[config.mk]
export PLATFORM = sky130hd
export DESIGN_NAME = iox_core
export DESIGN_NICKNAME = d
export VERILOG_FILES = /design/src/inc/iox_pkg.sv /design/src/rtl/iox_core.sv
export SDC_FILE = /design/constraint.sdc
export NUM_CORES = 1
export LEC_CHECK = 0
export BUFFER_PORTS_ARGS = -buffer_cell sky130_fd_sc_hd__buf_2
export CORE_MARGIN = 8
export CORE_UTILIZATION = 25
export CTS_CLUSTER_SIZE = 16
export DETAILED_ROUTE_END_ITERATION = 10
export GPL_TIMING_DRIVEN = 0
export SYNTH_ARGS = -nofsm -noshare
export SYNTH_HDL_FRONTEND = slang
export SYNTH_SLANG_ARGS = --single-unit
export TNS_END_PERCENT = 10
[constraint.sdc]
create_clock -name clk_sys -period 2.15 [get_ports clk_sys]
set_input_delay 0.215 -clock clk_sys [delete_from_list [all_inputs] [get_ports clk_sys]]
set_output_delay 0.215 -clock clk_sys [all_outputs]
set_load 0.05 [all_outputs]
[src/inc/iox_pkg.sv]
// Overview of operation
// - After reset every port pin is an input, so nothing is driven until direction bits change.
// - The master writes one direction bit per pin and each bit steers its own pin.
// - Sampled input levels sit in an eight-bit input register and output values in an output one.
// - A set polarity bit makes the input register report the complement of that pin.
// - Power-on reset restores every register default and sends the bus machine to idle.
// - The active-low reset pin does the same initialisation as power-on reset.
// - The interrupt asserts while any input differs from its last captured input register value.
// - The interrupt pin is open drain: driven low while asserted, released otherwise.
// - One address-select pin picks one of two slave addresses.
// - The slave works with serial clocks up to fast mode; the master stays at or below it.
// - Short glitches on the serial clock and data lines are filtered before the bus machine.
// - The seven-bit address has six fixed upper bits and the select pin level as its low bit.
// - The last bit of the address byte is the direction, one for read and zero for write.
// - After an acknowledged write address the next byte goes into a write-only pointer.
`default_nettype none
package iox_pkg;
   // ----------------------------------------
   // Register pointer codes and reset values
   // ----------------------------------------
   localparam logic [1:0] PTR_INPUT = 2'h0;
   localparam logic [1:0] PTR_OUTPUT = 2'h1;
   localparam logic [1:0] PTR_POLARITY = 2'h2;
   localparam logic [1:0] PTR_CONFIG = 2'h3;
   localparam logic [7:0] RST_OUTPUT = 8'hff;
   localparam logic [7:0] RST_POLARITY = 8'h00;
   localparam logic [7:0] RST_CONFIG = 8'hff;
   localparam logic [5:0] ADDR_UPPER = 6'h10;
   // ----------------------------------------
   // Timing
   // ----------------------------------------
   localparam int CLK_HZ = 20000000;
   localparam int SCL_MAX_HZ = 400000;
   localparam int GLITCH_NS = 50;
   localparam int GLITCH_CYC = (GLITCH_NS * (CLK_HZ / 1000000) + 999) / 1000 < 1 ? 1 :
                               (GLITCH_NS * (CLK_HZ / 1000000) + 999) / 1000;
   localparam int FILT_LEN = GLITCH_CYC + 1;
   typedef enum logic [2:0] {
      ST_IDLE, ST_ADDR, ST_ACK, ST_WBYTE, ST_RBYTE, ST_RACK, ST_SKIP
   } iox_state_type;
endpackage
`default_nettype wire

[src/rtl/iox_core.sv]
`default_nettype none
module iox_core #(
   parameter int FILT = iox_pkg::FILT_LEN
) (
   input wire logic clk_sys,
   input wire logic rst_n,
   input wire logic clk_en,
   input wire logic scl_in,
   input wire logic sda_in,
   output logic sda_out,
   output logic sda_oe,
   input wire logic addr_sel,
   input wire logic [7:0] port_in,
   output logic [7:0] port_out,
   output logic [7:0] port_oe,
   output logic int_n_out,
   output logic int_n_oe,
   output logic [7:0] int_out_reg,
   output logic [7:0] int_cfg_reg
);
   import iox_pkg::*;

   // Elaboration guard. The filter keeps FILT-1 history bits beside the newest sample,
   // so it needs at least two; a very long window would start to swallow real
   // fast-mode clock phases, so the upper bound is kept below half a fast-mode bit.
   initial begin
      if (FILT < 2 || FILT > 16) $error("FILT out of range");
   end

   // ----------------------------------------
   // Synchronisers and glitch filters
   // ----------------------------------------
   // Pin inputs pass two flops; the bus lines then need FILT stable samples to change,
   // which rejects spikes shorter than the filter window at the cost of a little delay.
   logic [1:0] s1, s2, next_s1, next_s2;
   logic [7:0] p1, p2, next_p1, next_p2;
   // The address-select pin is static in normal use, but it is still a pin, so it is
   // synchronised like the port pins; a change in mid-frame is first used at the next address match.
   logic a1, a2, next_a1, next_a2;
   logic [FILT-1:0] scl_h, sda_h, next_scl_h, next_sda_h;
   logic scl_f, sda_f, scl_q, sda_q, next_scl_f, next_sda_f, next_scl_q, next_sda_q;

   always_comb begin
      next_s1 = {scl_in, sda_in};
      next_s2 = s1;
      next_p1 = port_in;
      next_p2 = p1;
      next_a1 = addr_sel;
      next_a2 = a1;
      next_scl_h = {scl_h[FILT-2:0], s2[1]};
      next_sda_h = {sda_h[FILT-2:0], s2[0]};
      next_scl_f = scl_f;
      next_sda_f = sda_f;
      if (&scl_h) next_scl_f = 1'b1;
      if (~|scl_h) next_scl_f = 1'b0;
      if (&sda_h) next_sda_f = 1'b1;
      if (~|sda_h) next_sda_f = 1'b0;
      next_scl_q = scl_f;
      next_sda_q = sda_f;
   end

   always_ff @(posedge clk_sys or negedge rst_n) begin
      if (!rst_n) begin
         s1 <= 2'h3;
         s2 <= 2'h3;
         p1 <= 8'h00;
         p2 <= 8'h00;
         a1 <= 1'b0;
         a2 <= 1'b0;
         scl_h <= '1;
         sda_h <= '1;
         scl_f <= 1'b1;
         sda_f <= 1'b1;
         scl_q <= 1'b1;
         sda_q <= 1'b1;
      end else if (clk_en) begin
         s1 <= next_s1;
         s2 <= next_s2;
         p1 <= next_p1;
         p2 <= next_p2;
         a1 <= next_a1;
         a2 <= next_a2;
         scl_h <= next_scl_h;
         sda_h <= next_sda_h;
         scl_f <= next_scl_f;
         sda_f <= next_sda_f;
         scl_q <= next_scl_q;
         sda_q <= next_sda_q;
      end
   end

   // Bus events decoded from the filtered lines.
   // Start and stop need the clock high in two successive filtered samples, so a data
   // edge that races a clock edge is read as a data bit, never as a frame boundary.
   // The one-sample delay of scl_q is the price of that, and it is far below a bit time.
   logic scl_rise, scl_fall, start_c, stop_c;
   assign scl_rise = scl_f & ~scl_q;
   assign scl_fall = ~scl_f & scl_q;
   assign start_c = scl_f & scl_q & sda_q & ~sda_f;
   assign stop_c = scl_f & scl_q & ~sda_q & sda_f;

   // ----------------------------------------
   // Bus state machine and registers
   // ----------------------------------------
   // Registers are held here; the bit counter counts received or sent bits.
   iox_state_type st, next_st;
   logic [7:0] shreg, next_shreg;
   logic [2:0] bitcnt, next_bitcnt;
   logic rd, next_rd, ptr_ok, next_ptr_ok, drive, next_drive;
   // Set by the first clock rise of a byte; without it the zero count left by a start
   // could not be told apart from the zero count that follows eight bits.
   logic got_bit, next_got_bit;
   logic [1:0] ptr, next_ptr;
   logic [7:0] outr, pol, cfg, inr, next_outr, next_pol, next_cfg, next_inr;
   logic [7:0] live;

   // Live pin view, inverted where a polarity bit is set; the input register is a capture of it.
   assign live = p2 ^ pol;

   // Read multiplexer, used both when a read starts and when the master acknowledges a
   // byte and asks for the next one. The pointer is only two bits wide, so every code
   // selects a register and no default is needed.
   function automatic logic [7:0] reg_read(input logic [1:0] p, input logic [7:0] in_v,
                                           input logic [7:0] o, input logic [7:0] pl,
                                           input logic [7:0] c);
      unique case (p)
         PTR_INPUT: reg_read = in_v;
         PTR_OUTPUT: reg_read = o;
         PTR_POLARITY: reg_read = pl;
         PTR_CONFIG: reg_read = c;
      endcase
   endfunction

   always_comb begin
      next_st = st;
      next_shreg = shreg;
      next_bitcnt = bitcnt;
      next_rd = rd;
      next_ptr_ok = ptr_ok;
      next_drive = drive;
      next_got_bit = got_bit;
      next_ptr = ptr;
      next_outr = outr;
      next_pol = pol;
      next_cfg = cfg;
      next_inr = inr;
      // Input register follows the pins except while a read is shifting it out,
      // so a byte on the wire never tears; the interrupt shows the difference.
      if (!(st == ST_RBYTE && ptr == PTR_INPUT)) next_inr = live;
      if (start_c) begin
         // A start, repeated or not, always wins over whatever byte was in flight.
         // That lets a master abandon a frame without a stop and begin a fresh one.
         next_st = ST_ADDR;
         next_bitcnt = 3'h0;
         next_got_bit = 1'b0;
         next_drive = 1'b0;
      end else if (stop_c) begin
         next_st = ST_IDLE;
         next_drive = 1'b0;
      end else begin
         unique case (st)
            ST_IDLE: next_drive = 1'b0;
            ST_ADDR, ST_WBYTE: begin
               if (scl_rise) begin
                  next_shreg = {shreg[6:0], sda_f};
                  next_bitcnt = bitcnt + 3'h1;
                  next_got_bit = 1'b1;
               end
               // The counter wraps to zero after eight bits, but it is also zero on the
               // clock fall that closes a start; got_bit tells the two apart, so a stale
               // shift register is never matched as an address.
               if (scl_fall && got_bit && bitcnt == 3'h0 && st == ST_ADDR) begin
                  // Full byte seen: match address and take direction bit.
                  if (shreg[7:2] == ADDR_UPPER && shreg[1] == a2) begin
                     next_rd = shreg[0];
                     next_drive = 1'b1;
                     next_ptr_ok = 1'b0;
                     next_st = ST_ACK;
                  end else begin
                     next_st = ST_SKIP;
                  end
               end else if (scl_fall && got_bit && bitcnt == 3'h0 && st == ST_WBYTE) begin
                  next_drive = 1'b1;
                  next_st = ST_ACK;
                  if (!ptr_ok) begin
                     next_ptr = shreg[1:0];
                     next_ptr_ok = 1'b1;
                  end else begin
                     unique case (ptr)
                        PTR_INPUT: ;
                        PTR_OUTPUT: next_outr = shreg;
                        PTR_POLARITY: next_pol = shreg;
                        PTR_CONFIG: next_cfg = shreg;
                     endcase
                  end
               end
            end
            ST_ACK: if (scl_fall) begin
               next_bitcnt = 3'h0;
               next_got_bit = 1'b0;
               if (rd) begin
                  next_st = ST_RBYTE;
                  next_shreg = reg_read(ptr, inr, outr, pol, cfg);
                  next_drive = ~next_shreg[7];
               end else begin
                  next_st = ST_WBYTE;
                  next_drive = 1'b0;
               end
            end
            ST_RBYTE: begin
               if (scl_fall) begin
                  next_bitcnt = bitcnt + 3'h1;
                  next_shreg = {shreg[6:0], 1'b0};
                  next_drive = ~shreg[6];
                  if (bitcnt == 3'h7) begin
                     next_st = ST_RACK;
                     next_drive = 1'b0;
                  end
               end
            end
            ST_RACK: begin
               if (scl_rise && sda_f) next_st = ST_SKIP; // Master NACK ends the read.
               else if (scl_fall) begin
                  // Master acknowledged: the next byte of the same register starts on
                  // this very fall, so its first bit is loaded now and not one bit late.
                  next_st = ST_RBYTE;
                  next_bitcnt = 3'h0;
                  next_shreg = reg_read(ptr, inr, outr, pol, cfg);
                  next_drive = ~next_shreg[7];
               end
            end
            ST_SKIP: next_drive = 1'b0;
            // The state needs three bits for seven states; the spare code can only come
            // from an upset, and it recovers to idle with the data line released.
            default: begin
               next_st = ST_IDLE;
               next_drive = 1'b0;
            end
         endcase
      end
   end

   always_ff @(posedge clk_sys or negedge rst_n) begin
      if (!rst_n) begin
         st <= ST_IDLE;
         shreg <= 8'h00;
         bitcnt <= 3'h0;
         rd <= 1'b0;
         ptr_ok <= 1'b0;
         drive <= 1'b0;
         got_bit <= 1'b0;
         ptr <= PTR_INPUT;
         outr <= RST_OUTPUT;
         pol <= RST_POLARITY;
         cfg <= RST_CONFIG;
         inr <= 8'h00;
      end else if (clk_en) begin
         st <= next_st;
         shreg <= next_shreg;
         bitcnt <= next_bitcnt;
         rd <= next_rd;
         ptr_ok <= next_ptr_ok;
         drive <= next_drive;
         got_bit <= next_got_bit;
         ptr <= next_ptr;
         outr <= next_outr;
         pol <= next_pol;
         cfg <= next_cfg;
         inr <= next_inr;
      end
   end

   // ----------------------------------------
   // Pin drivers
   // ----------------------------------------
   // A config bit of one means input, so the pin enable is its complement.
   // Both the output value and the enable come straight from registers, so a pin never
   // glitches while the bus machine is busy; a new value appears on the clock on which the slave
   // starts to drive the acknowledge of the data byte that carried it.
   assign port_out = outr;
   assign port_oe = ~cfg;
   assign sda_out = 1'b0;
   assign sda_oe = drive;
   // Interrupt follows the mismatch between live pins and the captured register.
   // Outside a read of the input register the capture follows one clock behind, so the
   // flag is a short pulse; a host that needs a level must poll the input register.
   // The pin is open drain: the enable pulls it low, and release leaves it to the pull-up.
   assign int_n_out = 1'b0;
   assign int_n_oe = (live != inr);
   assign int_out_reg = outr;
   assign int_cfg_reg = cfg;
endmodule
`default_nettype wire

==> flow_summary.json <==
{
  "period_share_pct": 95.33,
  "path_buf_inv": 1,
  "initial_utilization_pct": 25.25,
  "grt_first_pass_wirelength_um": 16730,
  "synth_top_area_cell": "dfrtp_1",
  "fmax_ghz": 0.4879,
  "peakVddDrop_uv": 444.8,
  "path_depth": 7,
  "whs_endpoint": "next_s2[0]",
  "busiest_layer": "met2",
  "diodes": 0,
  "cts-root-buf": "clkbuf_16",
  "die-area_sq_um": 21750,
  "numCtsBuffers": 9,
  "grt_pass1_vias": 3077,
  "layout_common_cells": "68 x mux2_2, 54 x dfrtp_1, 52 x buf_2",
  "core_area_sq_um": 17120,
  "slowest_delay_ps": 400,
  "placementRows": 48,
  "syn-cell-area_sq_um": 4322,
  "synth_area_per_cell_sq_um": 12.17,
  "area_growth_pct": 21.13,
  "drv_slew": 0,
  "power_density_nw_per_um2": 1122,
  "grt_util_met2_pct": 16.03,
  "ant_nets": 0,
  "setup_viol": 0,
  "synth-async-reset-ratio_pct": 100.0,
  "worst_slew_pin_slew_ps": 610.4,
  "clock_latency_ps": 340,
  "ys_warn_count": 0,
  "nets": 437,
  "num_io_pins": 50,
  "fin_area_sq_um": 5235,
  "die_height_um": 147.5,
  "p_leak_nw": 2.182,
  "globalplace.congestion": 0.8094,
  "fin_crit_ps": 2050,
  "reg2regPathDepth": 7,
  "hold_viol_final": 0,
  "crit_slowest_cell": "dfrtp_1",
  "detail_route.iter0.violations": 224,
  "path_delay_family": "simple AND/OR/NAND/NOR gates",
  "maxSlewHeadroom_pct": 59.30,
  "via_per_inst": 4.593,
  "drive_above_1_share_pct": 48.46,
  "worstPathArrival_ps": 2310,
  "cp-end-kind": "flip-flop",
  "ctsHtreeMaxLevel": 3,
  "ff2ff_setup_slack_ps": 100,
  "clk_transition_reported_paths_ps": 60,
  "path_cells": "inv_1 > ha_1 > nand2_1 > nor3_4 > nand4_4 > nor2_4 > mux2_2",
  "final_common_cell": "mux2_2",
  "required_ps": 2410,
  "start_kind": "flip-flop",
  "cts_tree": "yes",
  "vias": 2976,
  "clockBufferDepth": 2,
  "synth_ff_type": "dfrtp_1",
  "drt-total-wl_um": 10190,
  "dr.pass1.iters": 4,
  "synth.distinct_cells": 61,
  "io_buffer_count": 47,
  "ys_ff_latch": 82,
  "clock_skew_ps": 7.597,
  "rsz0062_at_grt": "true",
  "grt_use_met3_pct": 2.140,
  "antenna_found_initial": 0,
  "hold_class": "in -> reg",
  "synth-edff-count": 0,
  "grt_max_degree": 68,
  "yosysSeqAreaShare_pct": 48.29,
  "place_hpwl_um": 7539,
  "timing.rr.start": "bitcnt[0]",
  "crit_type": "reg -> reg",
  "status": "completed",
  "clkSinkCount": 82,
  "cp_max_fo": 8,
  "route.detailed.drc": 0,
  "die_w_um": 147.5,
  "syn_inst": 355,
  "fill_cells": 1752,
  "hp-start": "sda_in",
  "wl_per_cell_um": 15.72,
  "synth_top_cell_area_share_pct": 31.27,
  "power_mw": 5.875,
  "cap_violations": 0,
  "grtUsageMet1_pct": 12.17,
  "r2r-end": "int_out_reg[4]",
  "min_path_cells": 2,
  "grt-ovfl-total": 0,
  "placed_area_sq_um": 4872,
  "synthTopCellsByArea": "dfrtp_1 31%, mux2_2 18%, dfstp_2 17%, mux4_2 4.2%, xnor2_1 3.0%",
  "track_usage_pct": 9.690
}
## per-layer routing
metal	part of all wire [%]	vias to the layer above
met5	0	-
met4	1.3	0
met3	3.5	10
met2	50	69
met1	45	1498
li1	-	1399
## Yosys cell counts (3+ instances only)
| library cell | n |
|---|---|
| nor2_4 | 3 |
| xnor2_1 | 15 |
| nand2_1 | 23 |
| nor4_1 | 3 |
| mux4_2 | 8 |
| nor2_1 | 7 |
| inv_1 | 19 |
| nand3b_1 | 3 |
| buf_2 | 6 |
| buf_4 | 11 |
| o22ai_1 | 3 |
| mux2_2 | 68 |
| nor3_1 | 3 |
| ha_1 | 5 |
| dfstp_2 | 28 |
| o21ai_0 | 20 |
| a21oi_1 | 10 |
| buf_1 | 4 |
| clkbuf_1 | 5 |
| dfrtp_1 | 54 |
| nand3_1 | 5 |
| nand2b_1 | 4 |
## power by group
group	total (mW)	switching, mW	internal [mW]
Clock	1.53	0.602	0.927
Combinational	2.14	1.13	1.00
Sequential	2.21	0.330	1.88
Total	5.88	2.07	3.81
## worst max-delay path by stage
| stage | from | endpoint | slack, ps |
|---|---|---|---|
| floorplan | st[0] | shreg[1] | 270 |
| global placement | st[2] | shreg[4] | -210 |
| detailed placement | st[0] | shreg[1] | -170 |
| CTS | st[0] | pol[2] | 40 |
| global route | bitcnt[0] | int_out_reg[7] | -30 |
| finish | bitcnt[0] | int_out_reg[4] | 100 |
## repair_timing
action                                  CTS  global route
gates resized for setup                   3             1
hold buffers                              1             0
pin swaps                                 5             1
hold endpoints to repair                 15             0
endpoints found under the setup margin   39            27
buffers inserted                          1             1
## logic make-up after synthesis
kind of cell,synth area share [%]
muxes,22.70
DFF,48.29
other,0.08677
buffers and inverters,5.298
AOI/OAI and AO/OA,8.802
xor gates and xnor gates,3.822
adders and majority gates,1.448
and+or+nand+nor,9.554
## per-stage QoR
stage               util [%]  hold slack (ps)  TNS, ps  cells  worst slack (ps)
floorplan                  -           -80.59        0    356             268.6
global placement       28.29            449.3    -2831    628            -205.3
detailed placement     28.46            108.8    -2853    629            -166.8
CTS                    30.45            93.32        0    647             41.53
global route           30.58            101.8   -325.6    648            -29.14
finish                 30.58            104.6        0    648             100.3
## final cells by class
class | count | area [sq um] | area share [%]
flip-flops and latches | 82 | 2087 | 39.87
repair buffers | 51 | 315.3 | 6.023
plain buffers | 27 | 157.7 | 3.011
multi-input cells | 228 | 2024 | 38.67
clock buffers | 11 | 242.7 | 4.637
well taps | 225 | 281.5 | 5.378
clock inverters | 5 | 55.05 | 1.052
inverters | 19 | 71.32 | 1.362
Power figures use the tool's default switching activity.
